## config.mk

```make
export PLATFORM = sky130hd
export DESIGN_NAME = cec_top
export DESIGN_NICKNAME = d
export VERILOG_FILES = /design/src/include/cec_pkg.sv /design/src/verilog/cec_sync.sv /design/src/verilog/cec_top.sv
export SDC_FILE = /design/constraint.sdc
export NUM_CORES = 1
export LEC_CHECK = 0
export BUFFER_PORTS_ARGS = -buffer_cell sky130_fd_sc_hd__buf_2
export CORE_AREA = 8 8 51 53
export CTS_BUF_LIST = sky130_fd_sc_hd__clkbuf_8
export CTS_CLUSTER_DIAMETER = 150
export DETAILED_ROUTE_END_ITERATION = 8
export DIE_AREA = 0 0 59 61
export PLACE_DENSITY = 0.74
export SYNTH_ARGS = -nofsm -noshare
export SYNTH_HDL_FRONTEND = slang
export SYNTH_SLANG_ARGS = --single-unit
```

## constraint.sdc

```tcl
create_clock -name mclk_i -period 0.8 [get_ports mclk_i]
set_clock_uncertainty 0.1 [all_clocks]
set_input_delay 0.16 -clock mclk_i [delete_from_list [all_inputs] [get_ports mclk_i]]
set_output_delay 0.16 -clock mclk_i [all_outputs]
set_load 0.005 [all_outputs]
```

## src/include/cec_pkg.sv

```systemverilog
// Constants for the comparator edge-control block.
// Assumes one 8-bit register reached by a byte-wide register port.
package cec_pkg;

    // Register port widths
    localparam int CEC_ADDR_W = 8;
    localparam int CEC_DATA_W = 8;

    // Control and status register address
    localparam logic [CEC_ADDR_W-1:0] CEC_CTRL_ADDR = 8'hBF;
    // Reset value of the whole register
    localparam logic [CEC_DATA_W-1:0] CEC_CTRL_RESET = 8'h00;

    // Field positions
    localparam int CEC_BIT_ENABLE = 7;
    localparam int CEC_BIT_RESULT = 6;
    localparam int CEC_BIT_RISE = 5;
    localparam int CEC_BIT_FALL = 4;
    localparam int CEC_POS_HYS_LSB = 2;
    localparam int CEC_NEG_HYS_LSB = 0;
    localparam int CEC_HYS_W = 2;

    // Hysteresis selection codes, shared by both directions
    localparam logic [CEC_HYS_W-1:0] CEC_HYS_OFF = 2'h0;
    localparam logic [CEC_HYS_W-1:0] CEC_HYS_5MV = 2'h1;
    localparam logic [CEC_HYS_W-1:0] CEC_HYS_10MV = 2'h2;
    localparam logic [CEC_HYS_W-1:0] CEC_HYS_20MV = 2'h3;

    // Number of flip-flops in each synchroniser
    localparam int CEC_SYNC_STAGES = 2;

endpackage

```

## src/verilog/cec_sync.sv

```systemverilog
// Two-stage level synchroniser used for the raw comparator output
// and for the reset release.
// Assumes the input may change at any time relative to clk_i.
`timescale 1ns/1ps
module cec_sync (
    input wire logic clk_i, // Sampling clock
    input wire logic rst_n_i, // Asynchronous clear, active low
    input wire logic d_i, // Asynchronous level in
    output logic q_o // Synchronised level out
);
    // First stage is read only by the second stage
    logic meta_q;

    // Plain two-flop chain, cleared to zero under reset
    always_ff @(posedge clk_i or negedge rst_n_i) begin
        if (!rst_n_i) begin
            meta_q <= 1'b0;
            q_o <= 1'b0;
        end else begin
            meta_q <= d_i;
            q_o <= meta_q;
        end
    end
endmodule

```

## src/verilog/cec_top.sv

```systemverilog
// Control and status logic for one analog voltage comparator.
// Assumes the analog core drives raw_compare_i asynchronously and
// software uses the byte-wide register port on mclk_i.
//
// Functional notes
// - Enable bit, 0 off, 1 on, resets 0
// - Read-only result: 0 when plus below minus
// - Rising edge sets sticky flag, software clears
// - Falling edge sets sticky flag, software clears
// - Two-bit positive hysteresis select, resets 00
// - Two-bit negative hysteresis select, same codes
// - Flag reads 1 only after an edge or a software write of 1
`timescale 1ns/1ps
module cec_top (
    input wire logic mclk_i, // System clock, 40 MHz
    input wire logic resetn_i, // Asynchronous reset, active low
    input wire logic [cec_pkg::CEC_ADDR_W-1:0] reg_addr_i, // Reg address
    input wire logic reg_wr_i, // Write strobe, one cycle
    input wire logic reg_rd_i, // Read strobe, one cycle
    input wire logic [cec_pkg::CEC_DATA_W-1:0] reg_wdata_i, // Write data
    output logic [cec_pkg::CEC_DATA_W-1:0] reg_rdata_o, // Read data
    input wire logic raw_compare_i, // Raw analog compare output
    output logic comparator_enable_o, // Enable to analog core
    output logic [cec_pkg::CEC_HYS_W-1:0] positive_hysteresis_select_o, // Pos
    output logic [cec_pkg::CEC_HYS_W-1:0] negative_hysteresis_select_o // Neg
);
    import cec_pkg::*;

    // Synchronised reset
    logic rst_n;
    // Raw compare after the synchroniser
    logic raw_sync;
    // Previous synchronised sample, for edge detection
    logic raw_prev_q;
    // Stored register fields
    logic comparator_enable_q;
    logic compare_result_q;
    logic rising_edge_flag_q;
    logic falling_edge_flag_q;
    logic [CEC_HYS_W-1:0] pos_hys_q;
    logic [CEC_HYS_W-1:0] negative_hysteresis_select_q;
    // Read data register
    logic [CEC_DATA_W-1:0] rdata_q;
    // Decoded accesses and edge events
    logic wr_hit;
    logic rd_hit;
    logic rise_evt;
    logic fall_evt;

    // Address match, used for both read and write
    function automatic logic addr_hit(input logic [CEC_ADDR_W-1:0] a);
        return a == CEC_CTRL_ADDR;
    endfunction

    // Reset release through two flip-flops
    cec_sync u_rst_sync (
        .clk_i(mclk_i),
        .rst_n_i(resetn_i),
        .d_i(1'b1),
        .q_o(rst_n)
    );

    // Bring the analog output into the clock domain
    cec_sync u_cmp_sync (
        .clk_i(mclk_i),
        .rst_n_i(rst_n),
        .d_i(raw_compare_i),
        .q_o(raw_sync)
    );

    // Access decode
    assign wr_hit = reg_wr_i && addr_hit(reg_addr_i);
    assign rd_hit = reg_rd_i && addr_hit(reg_addr_i);

    // Edges seen only while the comparator is enabled
    assign rise_evt = comparator_enable_q && raw_sync && !raw_prev_q;
    assign fall_evt = comparator_enable_q && !raw_sync && raw_prev_q;

    // Enable bit
    always_ff @(posedge mclk_i or negedge rst_n) begin
        if (!rst_n) begin
            comparator_enable_q <= CEC_CTRL_RESET[CEC_BIT_ENABLE];
        end else if (wr_hit) begin
            comparator_enable_q <= reg_wdata_i[CEC_BIT_ENABLE];
        end
    end

    // Hysteresis selections
    always_ff @(posedge mclk_i or negedge rst_n) begin
        if (!rst_n) begin
            pos_hys_q <= CEC_CTRL_RESET[CEC_POS_HYS_LSB +: CEC_HYS_W];
            negative_hysteresis_select_q <=
                CEC_CTRL_RESET[CEC_NEG_HYS_LSB +: CEC_HYS_W];
        end else if (wr_hit) begin
            pos_hys_q <= reg_wdata_i[CEC_POS_HYS_LSB +: CEC_HYS_W];
            negative_hysteresis_select_q <=
                reg_wdata_i[CEC_NEG_HYS_LSB +: CEC_HYS_W];
        end
    end

    // Edge history always follows the synchronised level
    always_ff @(posedge mclk_i or negedge rst_n) begin
        if (!rst_n) begin
            raw_prev_q <= 1'b0;
        end else begin
            raw_prev_q <= raw_sync;
        end
    end

    // Live result, forced to 0 while disabled
    always_ff @(posedge mclk_i or negedge rst_n) begin
        if (!rst_n) begin
            compare_result_q <= CEC_CTRL_RESET[CEC_BIT_RESULT];
        end else begin
            compare_result_q <= comparator_enable_q && raw_sync;
        end
    end

    // Rising flag: hardware set wins over a software write
    always_ff @(posedge mclk_i or negedge rst_n) begin
        if (!rst_n) begin
            rising_edge_flag_q <= CEC_CTRL_RESET[CEC_BIT_RISE];
        end else if (rise_evt) begin
            rising_edge_flag_q <= 1'b1;
        end else if (wr_hit) begin
            rising_edge_flag_q <= reg_wdata_i[CEC_BIT_RISE];
        end
    end

    // Falling flag: hardware set wins over a software write
    always_ff @(posedge mclk_i or negedge rst_n) begin
        if (!rst_n) begin
            falling_edge_flag_q <= CEC_CTRL_RESET[CEC_BIT_FALL];
        end else if (fall_evt) begin
            falling_edge_flag_q <= 1'b1;
        end else if (wr_hit) begin
            falling_edge_flag_q <= reg_wdata_i[CEC_BIT_FALL];
        end
    end

    // Read data captured on a read strobe, zero otherwise
    always_ff @(posedge mclk_i or negedge rst_n) begin
        if (!rst_n) begin
            rdata_q <= CEC_CTRL_RESET;
        end else if (rd_hit) begin
            rdata_q <= {comparator_enable_q, compare_result_q,
                        rising_edge_flag_q, falling_edge_flag_q,
                        pos_hys_q, negative_hysteresis_select_q};
        end else begin
            rdata_q <= '0;
        end
    end

    // Outputs to software and to the analog core
    assign reg_rdata_o = rdata_q;
    assign comparator_enable_o = comparator_enable_q;
    assign positive_hysteresis_select_o = pos_hys_q;
    assign negative_hysteresis_select_o = negative_hysteresis_select_q;
endmodule

```

==> metrics.csv, run 1 <==
stage,metric,value,unit
setup_path,crit_type,reg2out,
flow_run,cap_violations,0,
die,die_w,59,microns
synthesis,async_flop_share,100,%
synthesis,synth_area,737,sq um
placed_design,dp_hpwl,1160,microns
setup_path,crit_family,flip-flops,
placed_design,globalplace.congestion,0.675,
synthesis,synthTopCellsByCount,"21 x dfrtp_1, 7 x and2_1, 5 x mux2_2",
die,row_count,16,
setup_path,max_stage_delay,0.42,ns
setup_path,crit_chain,buf_2,
power_and_ir_drop,total_power,1.99,mW
die,die_y,61,microns
route,drtIter0Drc,2,
setup_path,reg2reg_depth,3,
clock_tree,cts_tree,yes,
hold_path,hp-class,in2reg,
setup_path,cp.required,0.54,ns
synthesis,synth_flop_cell,dfrtp_1,
placed_design,pre_cts_slack,-0.601,ns
die,dieArea,3600,sq um
clock_tree,clk_latency,0.25,ns
synthesis,synth_area_leaders,"dfrtp_1 71%, mux2_2 7.6%, and2_1 5.9%, nor3_4 2.2%, inv_1 2.0%",
synthesis,yosysUniqueCellTypes,16,
setup_path,crit_arrival,0.83,ns
placed_design,io_buffer_count,32,
sta,fmax,0.921,GHz
hold_path,whs_path_depth,2,
placed_design,dpl_cell_area,988,sq um
route,ant_nets,0,
global_route,grt_pass1_wl,2580,microns
die,boundaryPins,34,
setup_path,startpoint_type,flop,
setup_path,crit_fanout,4,
synthesis,avgSynthCellArea,14.5,sq um
die,start_util,40.0,%
synthesis,synth_largest_area_cell,dfrtp_1,
sta,rsz0062_at_grt,true,
sta,drv_slew,0,
final_layout,fin_area,1210,sq um
placed_design,dp_cells,116,
setup_path,critPathBufInv,1,
sta,period_share,136,%
sta,setup_viol,29,
final_layout,postLayoutCoreUtil,65.5,%
clock_tree,clock_sinks,21,
global_route,grt_max_degree,20,
status,run_status,"complete, but fails checks",
setup_path,crit_slowest_cell,dfrtp_1,
clock_tree,cts-root-buf,clkbuf_8,
route,drc,0,
power_and_ir_drop,power_density,1650,nW/um^2
route,vias,534,
route,firstDrtPassIters,2,
synthesis,synthCells,51,
global_route,antenna_found_initial,0,
global_route,grt_usage,9.36,%
final_layout,antenna_cells,0,
sta,layout_setup_ws,-0.286,ns
synthesis,synth-seq-area-share,71.3,%
synthesis,post-synth-top-area-fraction,71.3,%
synthesis,synthesis.nets,72,
global_route,grt-ovfl-total,0,
route,viasPerCell,4.17,
route,wl,1730,microns
clock_tree,htree_levels,1,
clock_tree,cts.path.max_buffers,2,
power_and_ir_drop,irDropWorstVdd,1080,uV
setup_path,cp.depth,1,
synthesis,yosys_warnings,0,
power_and_ir_drop,power_leakage,0.655,nW
final_layout,layout-drive-gt1-share,60.4,%
synthesis,synth_seq_cells,21,
synthesis,synth_most_common_cell,dfrtp_1,
synthesis,synth_enable_flop_cells,0,
clock_tree,clk_pin_slew,0.07,ns
route,avgRoutedWirePerCell,13.5,microns
die,core_area,1840,sq um
final_layout,stdcell_count,128,
final_layout,area_growth,63.7,%
global_route,grt_pass1_vias,576,
setup_path,end_kind,output port,
final_layout,finalNetCount,123,
sta,fin_crit,1.09,ns
status,violations,negative setup slack,
sta,final-hold-violation-count,0,
clock_tree,numCtsBuffers,3,
==> per-layer routing <==
layer	track usage [%]	vias to the layer above	wire length, microns
li1	-	266	-
met1	10.5	255	714
met2	17.6	13	938
met3	2.12	0	78
met4	2.05	0	0
met5	0	-	0
==> kinds of logic after synthesis <==
family,after synthesis,share of synthesized area [%]
other,1,0.509
and+or+nand+nor,17,14.9
buffers and inverters,4,2.04
DFF,21,71.3
muxes,6,9.00
AOI/OAI and AO/OA,2,2.21
==> final cells by class <==
cell class,count,area (sq um)
fillers,137,636
flip-flops and latches,21,526
repair buffers,46,325
multi-input cells,26,260
clock buffers,3,41.3
well taps,27,33.8
inverters,4,15.0
clock inverters,1,5.00
==> metrics by stage <==
stage | setup TNS, ns | hold slack, ns
4_1_cts | -5.25 | 0.0297
3_3_place_gp | -6.96 | -0.156
5_1_grt | -6.83 | 0.0248
6_report | -5.66 | 0.0326
2_1_floorplan | -4.94 | -0.236
3_5_place_dp | -7.32 | -0.153
==> state kept, by name (all words and copies together), names as in the netlist <==
name,cells
comparator_enable_o,1
compare_result_q,1
falling_edge_flag_q,1
negative_hysteresis_select_o,2
positive_hysteresis_select_o,2
raw_prev_q,1
reg_rdata_o,8
rising_edge_flag_q,1
u_cmp_sync.meta_q,1
u_cmp_sync.q_o,1
u_rst_sync.meta_q,1
u_rst_sync.q_o,1
==> layout by cell type (no fill, tap or decap) <==
cell type / count
nor3_2: 1
clkbuf_8: 3
dfrtp_1: 21
nor2_1: 2
nor3_4: 1
nand2_4: 1
inv_1: 3
o32a_4: 1
and2_1: 6
o21ai_2: 1
nand4b_1: 1
inv_2: 1
and2_4: 1
buf_2: 27
and3b_1: 1
mux2_4: 5
dlygate4sd3_1: 2
nand4_1: 1
buf_6: 8
buf_12: 1
nor4_4: 1
nand2_1: 1
mux2i_1: 1
clkinv_2: 1
conb_1: 1
buf_4: 8
==> final timing paths <==
path / slack [ns] / to / start
min in group asynchronous: 0.10 / u_rst_sync.q_o / resetn_i
max in group asynchronous: 0.37 / reg_rdata_o[7] / u_rst_sync.q_o
hold reg to reg: 0.10 / comparator_enable_o / u_rst_sync.q_o
hold / removal: 0.03 / comparator_enable_o / reg_wdata_i[7]
setup / recovery: -0.29 / comparator_enable_o / comparator_enable_o
setup reg to reg: -0.23 / falling_edge_flag_q / u_cmp_sync.q_o
==> power breakdown <==
part | total (mW) | internal (mW) | switching (mW)
logic | 0.203 | 0.122 | 0.0806
registers | 1.11 | 1.09 | 0.0190
clock network | 0.674 | 0.346 | 0.328
total | 1.99 | 1.56 | 0.427
==> repair_timing <==
action,4_1_cts,5_1_grt
gates cloned,0,0
setup endpoints to repair,28,29
pin swaps,5,5
endpoints found under the hold margin,3,0
resized for setup,9,14
hold buffers,2,0
buffers inserted,5,1
Power figures use the tool's default switching activity.
==> inputs of run 2 (changes only) <==
--- a/config.mk
+++ b/config.mk
@@ -6,12 +6,14 @@
 export NUM_CORES = 1
 export LEC_CHECK = 0
 export BUFFER_PORTS_ARGS = -buffer_cell sky130_fd_sc_hd__buf_2
-export CORE_AREA = 8 8 51 53
+export CELL_PAD_IN_SITES_DETAIL_PLACEMENT = 1
+export CELL_PAD_IN_SITES_GLOBAL_PLACEMENT = 2
+export CORE_AREA = 8 8 63 65
 export CTS_BUF_LIST = sky130_fd_sc_hd__clkbuf_8
 export CTS_CLUSTER_DIAMETER = 150
 export DETAILED_ROUTE_END_ITERATION = 8
-export DIE_AREA = 0 0 59 61
-export PLACE_DENSITY = 0.74
+export DIE_AREA = 0 0 71 73
+export PLACE_DENSITY_LB_ADDON = 0.1
 export SYNTH_ARGS = -nofsm -noshare
 export SYNTH_HDL_FRONTEND = slang
 export SYNTH_SLANG_ARGS = --single-unit
==> metrics.csv, run 2 (synthesis results as in run 1) <==
stage,metric,value,unit
setup_path,end_kind,output port,
clock_tree,clk_pin_slew,0.07,ns
sta,drv_slew,0,
route,wl,1940,microns
die,dieArea,5180,sq um
final_layout,nFillCells,317,
power_and_ir_drop,pwr-share-comb,10.5,%
route,avgRoutedWirePerCell,14.0,microns
sta,fin_crit,1.14,ns
clock_tree,clock_sinks,21,
status,violations,negative setup slack,
setup_path,cp.required,0.54,ns
die,boundaryPins,34,
sta,final-hold-violation-count,0,
power_and_ir_drop,irDropWorstVdd,1220,uV
power_and_ir_drop,switching_share,21.1,%
clock_tree,cts.path.max_buffers,2,
route,ant_nets,0,
global_route,grt_max_degree,20,
clock_tree,numCtsBuffers,3,
placed_design,dp_cells,127,
setup_path,crit_arrival,0.88,ns
global_route,grt_pass1_vias,654,
final_layout,multi_input_comb_area,243,sq um
global_route,antenna_found_initial,0,
final_layout,layout-drive-gt1-share,62.3,%
clock_tree,htree_levels,1,
placed_design,dp_hpwl,1420,microns
final_layout,final_cell_mix,"26 x buf_2, 21 x dfrtp_1, 12 x buf_4",
route,viasPerCell,4.21,
die,start_util,25.0,%
hold_path,whs_path_depth,2,
clock_tree,cts_tree,yes,
route,firstDrtPassIters,3,
route,drtIter0Drc,8,
flow_run,cap_violations,0,
placed_design,globalplace.congestion,0.716,
power_and_ir_drop,power_leakage,0.683,nW
power_and_ir_drop,p_sw,0.418,mW
sta,fmax,0.876,GHz
global_route,grt_usage,8.09,%
setup_path,crit_fanout,2,
power_and_ir_drop,seqPwrFrac,56.0,%
status,run_status,"complete, but fails checks",
final_layout,largest_reg_flops,8,
power_and_ir_drop,p_clk_share,33.5,%
die,core_area,2950,sq um
die,row_count,20,
sta,rsz0062_at_grt,true,
final_layout,stdcell_count,139,
power_and_ir_drop,power_density,1590,nW/um^2
sta,layout_setup_ws,-0.341,ns
setup_path,startpoint_type,flop,
hold_path,hp-class,in2reg,
global_route,grt_pass1_wl,3300,microns
final_layout,finalNetCount,128,
sta,setup_viol,29,
clock_tree,clk_latency,0.25,ns
setup_path,reg2reg_depth,4,
final_layout,layout_commonest_cell,buf_2,
sta,tns,-6.18,ns
die,die_w,71,microns
route,vias,585,
final_layout,antenna_cells,0,
sta,period_share,143,%
sta,holdWs,0.0401,ns
clock_tree,cts-root-buf,clkbuf_8,
final_layout,area_growth,69.8,%
die,die_y,73,microns
global_route,grt-ovfl-total,0,
route,drc,0,
final_layout,seq_area,526,sq um
setup_path,crit_type,reg2out,
placed_design,io_buffer_count,32,
power_and_ir_drop,intPower,1.57,mW
-- run 2: what timing repair did --
item                                    4_1_cts  5_1_grt
endpoints found under the hold margin         3        0
resized for setup                            17        5
cloned                                        0        0
pin swaps                                     3        3
setup buffers                                 4        2
hold buffers                                  2        0
endpoints found under the setup margin       29       29
-- run 2: routing by layer --
| layer | vias to the layer above | global-route usage, % | part of all wire, % |
|---|---|---|---|
| li1 | 278 | - | - |
| met3 | 2 | 3.85 | 6.3 |
| met1 | 289 | 8.33 | 38 |
| met2 | 16 | 14.4 | 55 |
| met4 | 0 | 2.08 | 0.67 |
| met5 | - | 0 | 0 |
-- run 2: cell type report --
cell class | count | area share, %
Clock buffer | 3 | 3.30
Clock inverter | 1 | 0.300
Inverter | 4 | 1.20
Multi-Input combinational cell | 26 | 19.4
Sequential cell | 21 | 42.0
Tap cell | 33 | 3.30
Timing Repair Buffer | 51 | 30.5
-- run 2: final timing paths --
check,from,to,slack (ns)
max in group asynchronous,u_rst_sync.q_o,reg_rdata_o[4],0.38
worst min register to register,u_rst_sync.q_o,compare_result_q,0.10
min in group asynchronous,u_rst_sync.q_o,compare_result_q,0.10
worst min-delay path,reg_wdata_i[7],comparator_enable_o,0.04
worst max register to register,comparator_enable_o,falling_edge_flag_q,-0.30
worst max-delay path,comparator_enable_o,comparator_enable_o,-0.34
-- run 2: per-stage QoR --
step           utilization [%]  total power [mW]  cell area (sq um)  setup slack (ns)
2_1_floorplan                -              1.17                737            -0.486
4_1_cts                   41.1              2.01               1210            -0.357
3_5_place_dp              35.4              1.28               1050            -0.581
5_1_grt                   42.4              2.08               1250            -0.374
6_report                  42.4              1.99               1250            -0.341
3_3_place_gp              35.4              1.28               1050            -0.623
-- run 2: power by group through the flow --
stage	registers [mW]	logic [mW]	clock network [mW]
5_1_grt	1.12	0.232	0.731
2_1_floorplan	1.14	0.0329	0
4_1_cts	1.11	0.200	0.696
3_5_place_dp	1.13	0.147	0
3_3_place_gp	1.13	0.144	0
6_report	1.11	0.209	0.665
-- run 2: critical path, cell delays in order (launching register included) --
cell and delay [ns]:
dfrtp_1 0.40, buf_6 0.12, buf_6 0.10
==> inputs of run 3 (changes only) <==
==> constraint.sdc (replaced) <==
create_clock -name mclk_i -period 0.8 [get_ports mclk_i]
set_clock_uncertainty 0.1 [all_clocks]
set_input_delay 0.04 -clock mclk_i [delete_from_list [all_inputs] [get_ports mclk_i]]
set_output_delay 0.04 -clock mclk_i [all_outputs]
set_load 0.005 [all_outputs]
==> metrics.csv, run 3 (synthesis results as in run 1) <==
stage,metric,value,unit
status,run_status,"complete, but fails checks",
status,violations,"negative hold slack, negative setup slack",
setup_path,crit_arrival,0.91,ns
setup_path,cp.required,0.66,ns
final_layout,fin_area,1220,sq um
setup_path,startpoint_type,flop,
global_route,grt_pass1_wl,3110,microns
route,firstDrtPassIters,3,
final_layout,nFillCells,335,
die,start_util,25.0,%
sta,rsz0062_at_grt,true,
route,vias,568,
route,drc,0,
final_layout,antenna_cells,0,
clock_tree,numCtsBuffers,3,
sta,final-hold-violation-count,8,
sta,fmax,0.952,GHz
die,row_count,20,
route,drtIter0Drc,10,
global_route,grt_max_degree,20,
clock_tree,htree_levels,1,
setup_path,crit_fanout,4,
die,core_area,2950,sq um
clock_tree,clk_pin_slew,0.07,ns
route,avgRoutedWirePerCell,12.7,microns
placed_design,io_buffer_count,32,
clock_tree,cts.path.max_buffers,2,
power_and_ir_drop,irDropWorstVdd,1300,uV
clock_tree,cts-root-buf,clkbuf_8,
die,die_w,71,microns
hold_path,hp-class,in2reg,
placed_design,dpl_cell_area,1050,sq um
clock_tree,clock_sinks,21,
die,die_y,73,microns
setup_path,end_kind,output port,
setup_path,crit_type,reg2out,
clock_tree,clk_latency,0.25,ns
clock_tree,hold_buffers,2,
final_layout,postLayoutCoreUtil,41.4,%
final_layout,final_cell_mix,"29 x buf_2, 21 x dfrtp_1, 8 x buf_6, 8 x buf_4",
global_route,grt-ovfl-total,0,
route,viasPerCell,4.15,
final_layout,layout_commonest_cell,buf_2,
sta,layout_setup_ws,-0.250,ns
final_layout,seq_area,526,sq um
sta,fin_crit,1.05,ns
placed_design,globalplace.congestion,0.716,
global_route,antenna_found_initial,0,
power_and_ir_drop,power_leakage,0.666,nW
placed_design,dp_hpwl,1390,microns
flow_run,cap_violations,0,
global_route,grt_usage,7.57,%
power_and_ir_drop,power_density,1600,nW/um^2
final_layout,area_growth,65.7,%
final_layout,largest_reg_flops,8,
route,ant_nets,0,
route,wl,1740,microns
global_route,grt_pass1_vias,659,
final_layout,multi_input_comb_area,239,sq um
die,boundaryPins,34,
sta,period_share,131,%
final_layout,layout-drive-gt1-share,61.5,%
power_and_ir_drop,total_power,1.96,mW
final_layout,finalNetCount,126,
die,dieArea,5180,sq um
sta,holdWs,-0.0853,ns
clock_tree,cts_tree,yes,
sta,setup_viol,28,
placed_design,pre_cts_slack,-0.459,ns
sta,drv_slew,0,
==> run 3: cell count changes in the layout (fill, tap and decap cells not counted) <==
| cell | change |
|---|---|
| buf_6 | -1 |
| buf_2 | +3 |
| and2_1 | -1 |
| buf_4 | -4 |
| nand2_2 | -1 |
| nand2_1 | +1 |
| mux2_2 | +1 |
| and2_4 | +1 |
| mux2_4 | -1 |
==> run 3: path summary, 6_finish.rpt <==
check                                    start                              end  slack, ns  cells past startpoint
max                        comparator_enable_o              comparator_enable_o      -0.25                      2
min                             reg_wdata_i[1]  negative_hysteresis_select_o[1]      -0.09                      2
max reg2reg                comparator_enable_o              falling_edge_flag_q      -0.21                      3
min reg2reg                     u_rst_sync.q_o  negative_hysteresis_select_o[0]       0.10                      1
max in group asynchronous       u_rst_sync.q_o                   reg_rdata_o[1]       0.38                      1
min in group asynchronous             resetn_i                   u_rst_sync.q_o      -0.01                      2
==> run 3: final cells by class <==
type / count / share of cell area, %
well taps: 33 / 3.38
multi-input cells: 26 / 19.6
inverters: 4 / 1.23
repair buffers: 49 / 29.1
clock buffers: 3 / 3.38
clock inverters: 1 / 0.307
flip-flops and latches: 21 / 43.0
==> run 3: worst max-delay path: stages, from the launching register on <==
cell     delay (ns)
dfrtp_1        0.42
buf_6          0.13
buf_6          0.11
==> run 3: metal layers <==
layer | global-route usage (%) | up-vias | share of wire, %
met1 | 7.36 | 275 | 37
met2 | 13.7 | 16 | 54
met5 | 0 | - | 0
li1 | - | 275 | -
met3 | 3.98 | 2 | 7.9
met4 | 2.08 | 0 | 0.75
==> run 3: repair_timing <==
item	4_1_cts	5_1_grt
endpoints found under the setup margin	29	29
gates resized for setup	17	3
setup buffers	2	1
pin swaps	1	3
gates cloned	0	0
endpoints found under the hold margin	9	7
==> run 3: power by group <==
| part | internal [mW] | total (mW) | switching (mW) |
|---|---|---|---|
| clock | 0.341 | 0.655 | 0.314 |
| sequential | 1.09 | 1.11 | 0.0194 |
| combinational | 0.119 | 0.190 | 0.0717 |
| total | 1.55 | 1.96 | 0.406 |
==> run 3: metrics by stage <==
step / hold slack, ns / TNS, ns / std cells
6_report: -0.0853 / -3.14 / 137
5_1_grt: -0.0863 / -4.48 / 137
4_1_cts: -0.0917 / -3.42 / 136
3_5_place_dp: -0.271 / -6.26 / 128
3_3_place_gp: -0.276 / -6.46 / 128
2_1_floorplan: -0.356 / -3.26 / 51
